File: config.mk
export PLATFORM = sky130hd
export DESIGN_NAME = sdc_cfg_tail
export DESIGN_NICKNAME = d
export VERILOG_FILES = /design/src/design/sdc_pkg.sv /design/src/design/sdc_hint_if.sv /design/src/design/sdc_hint_store.sv /design/src/design/sdc_read_mux.sv /design/src/design/sdc_cfg_tail.sv
export SDC_FILE = /design/constraint.sdc
export NUM_CORES = 1
export LEC_CHECK = 0
export BUFFER_PORTS_ARGS = -buffer_cell sky130_fd_sc_hd__buf_2
export CAP_MARGIN = 25
export CELL_PAD_IN_SITES_DETAIL_PLACEMENT = 0
export CELL_PAD_IN_SITES_GLOBAL_PLACEMENT = 1
export CORE_MARGIN = 2
export CORE_UTILIZATION = 27
export DETAILED_ROUTE_END_ITERATION = 10
export GPL_ROUTABILITY_DRIVEN = 0
export HOLD_SLACK_MARGIN = 0.05
export PLACE_DENSITY_LB_ADDON = 0.1
export SLEW_MARGIN = 20
export SYNTH_ARGS = -nofsm -noshare
export SYNTH_HDL_FRONTEND = slang
export SYNTH_SLANG_ARGS = --single-unit
File: constraint.sdc
create_clock -name clk_in -period 1.4 [get_ports clk_in]
set_clock_uncertainty 0.15 [all_clocks]
set_input_delay 0.28 -clock clk_in [delete_from_list [all_inputs] [get_ports clk_in]]
set_output_delay 0.28 -clock clk_in [all_outputs]
set_load 0.05 [all_outputs]
File: src/design/sdc_pkg.sv
package sdc_pkg;

  // Byte offsets in the function's configuration space.
  localparam logic [7:0] OFS_CAP_PTR = 8'h34;
  localparam logic [7:0] OFS_BURST_HINT = 8'h3e;
  localparam logic [7:0] OFS_INTERVAL_HINT = 8'h3f;
  localparam logic [7:0] OFS_SOCKET_INFO = 8'h40;
  localparam logic [7:0] OFS_PM_HEADER = 8'h80;

  // Configuration reads are dword wide; these are the dword indices.
  localparam logic [5:0] DW_CAP_PTR = OFS_CAP_PTR[7:2];
  localparam logic [5:0] DW_HINTS = OFS_BURST_HINT[7:2];
  localparam logic [5:0] DW_SOCKET_INFO = OFS_SOCKET_INFO[7:2];
  localparam logic [5:0] DW_PM_HEADER = OFS_PM_HEADER[7:2];

  // Byte lane of each hint inside the hint dword.
  localparam int BURST_LANE = 2;
  localparam int INTERVAL_LANE = 3;

  // Hint bytes count in units of 0.25 us.
  localparam int HINT_UNIT_NS = 250;
  localparam logic [7:0] BURST_HINT_RST = 8'h07;
  localparam logic [7:0] INTERVAL_HINT_RST = 8'h04;

  // Socket layout byte: reserved bit 7, socket count 6..4, reserved 3, window 2..0.
  localparam int SOCKET_COUNT_LSB = 4;
  localparam int FIRST_WINDOW_LSB = 0;
  localparam logic [2:0] SOCKET_COUNT_ONE = 3'h0;
  localparam logic [2:0] FIRST_WINDOW_ZERO = 3'h0;
  localparam logic [7:0] SOCKET_INFO_VAL = {1'b0, SOCKET_COUNT_ONE, 1'b0, FIRST_WINDOW_ZERO};

  // Capability header: next link in 15..8, kind code in 7..0.
  localparam int NEXT_LINK_LSB = 8;
  localparam int KIND_CODE_LSB = 0;
  localparam logic [7:0] NEXT_LINK_END = 8'h00;
  localparam logic [7:0] CAPABILITY_KIND_CODE_PM = 8'h01;
  localparam logic [15:0] PM_HEADER_VAL = {NEXT_LINK_END, CAPABILITY_KIND_CODE_PM};

  localparam logic [7:0] CAP_PTR_VAL = OFS_PM_HEADER;

endpackage : sdc_pkg

File: src/design/sdc_hint_if.sv
`timescale 1ns/100ps
`default_nettype none
interface sdc_hint_if;
  logic [7:0] burst_hint;
  logic [7:0] bus_access_interval_field;
  logic [5:0] dw_sel;
  logic [3:0] byte_en;
  logic [31:0] rdata;

  modport store (output burst_hint, output bus_access_interval_field);
  modport mux (input burst_hint, input bus_access_interval_field, input dw_sel,
               input byte_en, output rdata);
  modport top (input burst_hint, input bus_access_interval_field, input rdata,
               output dw_sel, output byte_en);
endinterface : sdc_hint_if
`default_nettype wire

File: src/design/sdc_hint_store.sv
`timescale 1ns/100ps
`default_nettype none
module sdc_hint_store (
  input wire logic clk_in,
  input wire logic nrst_in,
  input wire logic ee_load_in,
  input wire logic [7:0] ee_data_in,
  sdc_hint_if.store hint
);

  typedef struct packed {
    logic [7:0] interval;
  } sdc_store_s;

  sdc_store_s cur_ff;
  sdc_store_s nxt_cur;

  // Only reset and the serial EEPROM loader can change the interval hint; host writes never reach here.
  always_comb begin
    nxt_cur = cur_ff;
    if (ee_load_in) begin
      nxt_cur.interval = ee_data_in;
    end
  end

  always_ff @(posedge clk_in or negedge nrst_in) begin
    if (!nrst_in) begin
      cur_ff.interval <= sdc_pkg::INTERVAL_HINT_RST;
    end else begin
      cur_ff <= nxt_cur;
    end
  end

  assign hint.bus_access_interval_field = cur_ff.interval;
  assign hint.burst_hint = sdc_pkg::BURST_HINT_RST;

endmodule // sdc_hint_store
`default_nettype wire

File: src/design/sdc_read_mux.sv
`timescale 1ns/100ps
`default_nettype none
module sdc_read_mux (
  sdc_hint_if.mux hint
);

  logic [31:0] raw;

  always_comb begin
    raw = 32'h0;
    case (hint.dw_sel)
      sdc_pkg::DW_CAP_PTR: begin
        raw[7:0] = sdc_pkg::CAP_PTR_VAL;
      end
      sdc_pkg::DW_HINTS: begin
        raw[8*sdc_pkg::BURST_LANE +: 8] = hint.burst_hint;
        raw[8*sdc_pkg::INTERVAL_LANE +: 8] = hint.bus_access_interval_field;
      end
      sdc_pkg::DW_SOCKET_INFO: begin
        raw[7:0] = sdc_pkg::SOCKET_INFO_VAL;
      end
      sdc_pkg::DW_PM_HEADER: begin
        raw[15:0] = sdc_pkg::PM_HEADER_VAL;
      end
      default: begin
        raw = 32'h0;
      end
    endcase
  end

  // Lanes the host did not enable read as zero so the answer never leaks stale bytes.
  genvar gi;
  generate
    for (gi = 0; gi < 4; gi++) begin : g_lane
      assign hint.rdata[8*gi +: 8] = hint.byte_en[gi] ? raw[8*gi +: 8] : 8'h0;
    end
  endgenerate

endmodule // sdc_read_mux
`default_nettype wire

File: src/design/sdc_cfg_tail.sv
`timescale 1ns/100ps
`default_nettype none
// Summary of operation
// Burst-grant hint byte at 0x3E resets to 0x07, host cannot write it.
// Burst-grant default asks for a large latency timer, about 1.75 us bursts.
// Bus-access-interval hint at 0x3F resets to 0x04, only the device updates it.
// Interval default asks for very high priority, access every 1 us.
// EEPROM load sequence may overwrite the interval hint byte.
// Socket layout byte at 0x40 is read-only and reads 0x00.
// Socket count field, bits 6 to 4, always reads 000b: one socket.
// First window field, bits 2 to 0, fixed at 000b: window zero.
// Bits 7 and 3 of the socket layout byte read zero.
// Capability header at 0x80 is read-only with value 0x0001.
// Next capability link, bits 15 to 8, reads 0x00, ending the list.
// Capability kind code, bits 7 to 0, reads 0x01 for power management.
// Capabilities pointer byte is fixed at 0x80.
// Host writes to these bytes complete but change nothing.
module sdc_cfg_tail (
  input wire logic clk_in,
  input wire logic nrst_in,
  input wire logic cfg_req_in,
  input wire logic cfg_wr_in,
  input wire logic [7:0] cfg_addr_in,
  input wire logic [3:0] cfg_be_in,
  input wire logic [31:0] cfg_wdata_in,
  input wire logic ee_load_in,
  input wire logic [7:0] ee_data_in,
  output logic cfg_ack_out,
  output logic cfg_hit_out,
  output logic [31:0] cfg_rdata_out
);

  typedef struct packed {
    logic ack;
    logic hit;
    logic [31:0] rdata;
    logic seen_load;
  } sdc_tail_s;

  sdc_tail_s cur_ff;
  sdc_tail_s nxt_cur;
  logic [5:0] req_dw;
  logic claimed;

  sdc_hint_if hint ();

  sdc_hint_store u_store (
    .clk_in(clk_in),
    .nrst_in(nrst_in),
    .ee_load_in(ee_load_in),
    .ee_data_in(ee_data_in),
    .hint(hint.store)
  );

  sdc_read_mux u_mux (
    .hint(hint.mux)
  );

  assign req_dw = cfg_addr_in[7:2];
  assign hint.dw_sel = req_dw;
  assign hint.byte_en = cfg_be_in;
  assign claimed = (req_dw == sdc_pkg::DW_CAP_PTR) || (req_dw == sdc_pkg::DW_HINTS) ||
                   (req_dw == sdc_pkg::DW_SOCKET_INFO) || (req_dw == sdc_pkg::DW_PM_HEADER);

  // Every request is answered one cycle later, so back-to-back accesses are fine.
  // Write data is deliberately dropped: all bytes here are read-only to the host.
  always_comb begin
    nxt_cur = cur_ff;
    nxt_cur.ack = cfg_req_in;
    nxt_cur.hit = cfg_req_in && claimed;
    nxt_cur.rdata = 32'h0;
    if (cfg_req_in && !cfg_wr_in) begin
      nxt_cur.rdata = hint.rdata;
    end
    if (ee_load_in) begin
      nxt_cur.seen_load = 1'b1;
    end
  end

  always_ff @(posedge clk_in or negedge nrst_in) begin
    if (!nrst_in) begin
      cur_ff.ack <= 1'b0;
      cur_ff.hit <= 1'b0;
      cur_ff.rdata <= 32'h0;
      cur_ff.seen_load <= 1'b0;
    end else begin
      cur_ff <= nxt_cur;
    end
  end

  assign cfg_ack_out = cur_ff.ack;
  assign cfg_hit_out = cur_ff.hit;
  assign cfg_rdata_out = cur_ff.rdata;

  logic full_read;
  assign full_read = cfg_req_in && !cfg_wr_in && (cfg_be_in == 4'hf);

  // Decoded views of the live request, shared by the checks below.
  logic read_any;
  logic sel_hints;
  logic sel_socket;
  logic sel_pm;
  logic sel_cap;
  assign read_any = cfg_req_in && !cfg_wr_in;
  assign sel_hints = (req_dw == sdc_pkg::DW_HINTS);
  assign sel_socket = (req_dw == sdc_pkg::DW_SOCKET_INFO);
  assign sel_pm = (req_dw == sdc_pkg::DW_PM_HEADER);
  assign sel_cap = (req_dw == sdc_pkg::DW_CAP_PTR);
endmodule // sdc_cfg_tail
`default_nettype wire

==> out/qor.yml, run 1 <==
worst_hold_path:
  hold_class: "in2reg"
synthesis:
  ys_ff_latch: 21
  yosysSeqAreaShare_pct: 55.6
  synth_area_leader_cell: "dfrtp_1"
  synth_top_area_share_pct: 52.8
  avgSynthCellArea_sq_um: 13.3
  synth_cell_types: 16
  ys_warn_count: 0
  synth_area_leaders: "dfrtp_1 (53%), buf_4 (17%), mux2_2 (9.5%), and3_1 (5.3%), dfstp_2 (2.8%)"
  synth_cells: 71
  syn_area_sq_um: 947
clocking:
  clock_path_buffers: 2
  clk_pin_slew_ns: 0.11
  cts_tree: "built"
  h-tree-depth: 1
  clock_latency_ns: 0.30
  cts_root_buf: "clkbuf_4"
  tritoncts.num_buffers: 3
  clock-sinks: 21
detailed_routing:
  vias_per_cell: 3.80
  drt_wl_total_mm: 1.65
  wl_per_cell_um: 10.3
  vias: 612
  antenna_left: 0
  dr.pass1.iters: 2
  first_iter_violations: 6
  drc_errors: 0
critical_path:
  cp_top_family: "flip-flops"
  cpMaxStageDelayCell: "dfrtp_1"
  crit_fanout: 3
  max_stage_delay_ns: 0.36
  worst-path-buf-inv: 1
  path_class: "reg2out"
  critical_path_required_ns: 0.97
  startpoint_type: "flip-flop"
  path_cells: "buf_2"
  arrival_ns: 0.91
  cp-end-kind: "primary output"
grt:
  grt_pass1_vias: 553
  grt_pass1_wl_mm: 2.50
  grt_overflow: 0
  grt_max_degree: 22
  antenna_found_initial: 0
  grt_usage_pct: 8.43
floorplanning:
  fp.dieW_um: 63.2
  initial_core_util_pct: 28.2
  num_rows: 21
  coreArea_sq_mm: 0.00336
  fp.dieH_um: 63.2
  io_pins: 91
  die_area_sq_mm: 0.00400
place:
  dpl-instance-area_sq_mm: 0.00111
  dp_hpwl_mm: 1.22
  io_buffers: 36
sta:
  hold_viol: 0
  min_period_ns: 1.34
  report.final.slew_viol_count: 0
  fmax_mhz: 744
  setup_viol: 0
  rsz0062_at_grt: "false"
  fin_crit_sh_pct: 96.0
cells_and_area:
  multiInputGateArea_sq_um: 332
  regArea_sq_um: 527
  post-route-util_pct: 35.6
  nets: 173
  area_growth_pct: 26.4
  drive_gt1_share_pct: 49.6
  fill_cells: 359
  design_area_sq_mm: 0.00120
  antenna_cells: 0
power_and_ir_drop:
  leakage_nw: 0.671
  p_per_area_mw_per_mm2: 964
  peakVddDrop_uv: 305
flow_run:
  cap_violations: 0
outcome:
  outcome: "completed"
==> flip-flops by register name, indices dropped and copies added, names as in the netlist <==
| signal | cells |
|---|---|
| cfg_hit_out | 1 |
| cfg_ack_out | 1 |
| cfg_rdata_out | 11 |
| u_store.hint.bus_access_interval_field | 8 |
==> cells in the final DEF (no fill, tap or decap), types with 2 or more instances in the layout <==
master | Yosys | routed
nand3b_1 | 2 | 2
clkbuf_4 | 0 | 3
conb_1 | 1 | 19
buf_4 | 21 | 3
and2_1 | 2 | 2
mux2_2 | 8 | 8
buf_2 | 0 | 36
dfrtp_1 | 20 | 20
dlygate4sd3_1 | 0 | 4
and3_1 | 8 | 7
==> final timing paths <==
kind / startpoint / to / slack [ns] / depth (start not counted)
max in group asynchronous: nrst_in / u_store.hint.bus_access_interval_field[2] / 0.47 / 2
min in group asynchronous: nrst_in / cfg_rdata_out[31] / 0.30 / 2
setup / recovery: cfg_rdata_out[18] / cfg_rdata_out[16] / 0.06 / 1
setup reg to reg: u_store.hint.bus_access_interval_field[6] / u_store.hint.bus_access_interval_field[6] / 0.48 / 1
hold / removal: ee_data_in[2] / u_store.hint.bus_access_interval_field[2] / 0.06 / 2
hold reg to reg: u_store.hint.bus_access_interval_field[0] / u_store.hint.bus_access_interval_field[0] / 0.36 / 1
==> area by class of cell <==
| class | count | area share [%] |
|---|---|---|
| multi-input cells | 46 | 27.7 |
| clock buffers | 4 | 2.19 |
| flip-flops and latches | 21 | 44.0 |
| repair buffers | 44 | 21.3 |
| well taps | 46 | 4.81 |
==> report_power, final <==
part | switching, mW | leakage, nW | internal (mW)
Combinational | 0.167 | 0.385 | 0.0646
Clock | 0.168 | 0.0150 | 0.111
Sequential | 0.00998 | 0.272 | 0.634
Total | 0.345 | 0.671 | 0.809
==> cells in the mapped netlist, drive strengths merged <==
| library cell | number |
|---|---|
| nor4b | 1 |
| dfstp | 1 |
| clkbuf | 1 |
| and3 | 8 |
| nor4 | 1 |
| nand3b | 2 |
| o22ai | 1 |
| xnor2 | 1 |
| dfrtp | 20 |
| nor3 | 1 |
| nand4b | 1 |
| buf | 21 |
| and2 | 2 |
| conb | 1 |
| or4 | 1 |
| mux2 | 8 |
==> cell families after synthesis <==
| kind of cell | after synthesis | share of synthesized area (%) |
|---|---|---|
| buffers and inverters | 22 | 17.0 |
| DFF | 21 | 55.6 |
| and+or+nand+nor | 17 | 15.2 |
| muxes | 8 | 9.51 |
| AOI/OAI and AO/OA | 1 | 1.32 |
| xor gates and xnor gates | 1 | 0.925 |
| other | 1 | 0.396 |
==> metal layers <==
metal | up-vias | part of all wire (%) | GRT usage (%)
met2 | 37 | 51 | 13.8
met4 | 0 | 2.6 | 6.52
met3 | 4 | 7.8 | 1.43
met1 | 279 | 38 | 9.75
li1 | 292 | - | -
met5 | - | 0 | 0
==> metrics by stage <==
step / hold slack [ns] / power [mW] / TNS [ns] / cells / setup WS [ns]
finish: 0.0618 / 1.15 / 0 / 161 / 0.0556
global route: 0.0545 / 1.21 / 0 / 161 / 0.00849
CTS: 0.0507 / 1.17 / 0 / 161 / 0.0315
detailed placement: 0.112 / 0.880 / -0.000327 / 152 / -0.000327
global placement: 0.105 / 0.876 / -0.00436 / 152 / -0.00436
floorplan: -0.166 / 0.855 / 0 / 89 / 0.0655
==> repair_timing <==
item / in CTS / in global routing
setup endpoints to repair: 0 / 8
resized for setup: 0 / 3
hold buffers: 5 / 0
buffers inserted: 0 / 0
hold endpoints to repair: 24 / 0
(Power assumes the default switching activity.)
==> run 2, diff against run 1 <==
Settings changed: CORE_UTILIZATION 27 to 38, SETUP_SLACK_MARGIN set to 0.4, SYNTH_HIERARCHICAL set to 1.
==> out/qor.yml, run 2 <==
power_and_ir_drop:
  peakVddDrop_uv: 575
  leakage_nw: 1.23
  p_per_area_mw_per_mm2: 1050
detailed_routing:
  wl_per_cell_um: 11.0
  vias_per_cell: 4.03
  drt_wl_total_mm: 3.16
  vias: 1158
  antenna_left: 0
  dr.pass1.iters: 2
  drc_errors: 0
  first_iter_violations: 39
critical_path:
  crit_fanout: 1
  cp-end-kind: "primary output"
  cp_top_family: "flip-flops"
  path_class: "reg2out"
  max_stage_delay_ns: 0.41
  critical_path_required_ns: 0.97
  cpMaxStageDelayCell: "dfrtp_2"
  path_cells: "buf_6"
  worst-path-buf-inv: 1
  startpoint_type: "flip-flop"
  arrival_ns: 0.85
cells_and_area:
  design_area_sq_mm: 0.00263
  fill_cells: 455
  nets: 276
  area_growth_pct: 35.9
  mostFrequentLayoutCells: "buf_6 (34), dfrtp_2 (33), and2_1 (32)"
  antenna_cells: 0
  largest_reg_flops: 32
  drive_gt1_share_pct: 59.1
  layout_commonest_cell: "buf_6"
synthesis:
  synth_cells: 161
  synth-main-ff-cell: "dfrtp_1"
  synth_area_leaders: "dfrtp_1 (53%), and2_1 (10%), buf_4 (8.5%), mux2_4 (6.2%), nor3_2 (4.7%)"
  synth_area_leader_cell: "dfrtp_1"
  synth_edf_count: 0
  yosysMostFrequentCell: "dfrtp_1"
  synth_top_area_share_pct: 53.1
  ys_warn_count: 6
  syn_area_sq_mm: 0.00193
  synth_common_cells: "dfrtp_1 (41), and2_1 (32), buf_4 (22), nand2_1 (17), nor3_2 (9)"
  avgSynthCellArea_sq_um: 12.0
  synth_cell_types: 21
  ys_ff_latch: 42
  yosysSeqAreaShare_pct: 54.5
  synthArstFlopShare_pct: 100
sta:
  report.final.slew_viol_count: 0
  setup_tns_ns: 0
  rsz0062_at_grt: "true"
  fmax_mhz: 782
  hold_viol: 0
  fin_crit_sh_pct: 91.4
  min_period_ns: 1.28
  setup_viol: 0
floorplanning:
  num_rows: 25
  die_area_sq_mm: 0.00567
  coreArea_sq_mm: 0.00482
  fp.dieH_um: 75.3
  io_pins: 91
  fp.dieW_um: 75.3
  initial_core_util_pct: 40.1
clocking:
  cts_tree: "built"
  clock_latency_ns: 0.28
  clock_path_buffers: 2
  h-tree-depth: 2
  cts_root_buf: "clkbuf_8"
  clk_pin_slew_ns: 0.08
  clock-sinks: 42
  tritoncts.num_buffers: 5
grt:
  grt_max_degree: 43
  antenna_found_initial: 0
  grt_pass1_vias: 1107
  grt_usage_pct: 11.5
  grt_overflow: 0
  grt_pass1_wl_mm: 4.84
place:
  dpl-instance-area_sq_mm: 0.00221
  dp_hpwl_mm: 2.16
  io_buffers: 55
worst_hold_path:
  hold_class: "in2reg"
flow_run:
  cap_violations: 0
outcome:
  outcome: "completed"
==> run 2: logic make-up (layout without fill, tap and decap cells) <==
family	after synthesis	after routing	synth area share, %
muxes	8	8	6.22
and+or+nand+nor	75	76	25.2
DFF	42	42	54.5
AOI/OAI and AO/OA	1	1	0.389
other	3	22	0.583
buffers and inverters	31	70	12.7
xor gates and xnor gates	1	1	0.453
==> run 2: layout make-up <==
cell class	instances	area [sq um]	share of cell area (%)
clock buffers	6	82.6	3.14
clock inverters	2	60.1	2.29
multi-input cells	108	748	28.5
flip-flops and latches	42	1090	41.6
well taps	67	83.8	3.19
repair buffers	62	558	21.2
==> run 2: metal layers <==
metal / part of all wire (%) / up-vias / routed length (um) / GRT usage (%)
met5: 0 / - / 0 / 0
met4: 0.79 / 0 / 25 / 4.09
met3: 7.5 / 4 / 236 / 4.23
met2: 53 / 41 / 1690 / 20.4
met1: 38 / 528 / 1210 / 12.7
li1: - / 585 / - / -
==> run 2: worst paths after layout <==
check / start / to / slack [ns] / cells after the start
worst min register to register: u_store/hint.bus_access_interval_field[4] / u_store/hint.bus_access_interval_field[4] / 0.37 / 1
worst max register to register: u_store/hint.bus_access_interval_field[2] / cfg_rdata_out[26] / 0.37 / 3
worst max-delay path: cfg_rdata_out[30] / cfg_rdata_out[30] / 0.12 / 1
min in group asynchronous: nrst_in / cfg_rdata_out[14] / 0.35 / 3
max in group asynchronous: nrst_in / u_store/hint.bus_access_interval_field[2] / 0.50 / 3
worst min-delay path: ee_data_in[7] / u_store/hint.bus_access_interval_field[7] / 0.07 / 2
==> run 2: power breakdown <==
group | internal [mW] | switching (mW) | leakage, nW
logic | 0.138 | 0.187 | 0.655
registers | 1.26 | 0.0215 | 0.506
clock network | 0.760 | 0.397 | 0.0714
total | 2.16 | 0.606 | 1.23
==> run 2: stage by stage <==
stage                     cells  hold slack [ns]  total power [mW]  utilization [%]  setup WS [ns]
after floorplan             180           -0.166              1.54                -          0.205
after global placement      275            0.116              1.58             45.9         0.0582
after detailed placement    275            0.117              1.59             45.9         0.0533
after CTS                   286           0.0600              2.79             53.9         0.0985
after global routing        287           0.0579              2.88             54.5         0.0802
final                       287           0.0684              2.76             54.5          0.121
==> run 2: repair_timing <==
item                                    CTS  global route
hold buffers                              2             0
pin swaps                                 2             1
endpoints found under the setup margin   38            41
setup buffers                             1             0
gates cloned                              0             1
endpoints found under the hold margin    43             0
resized for setup                        69             3
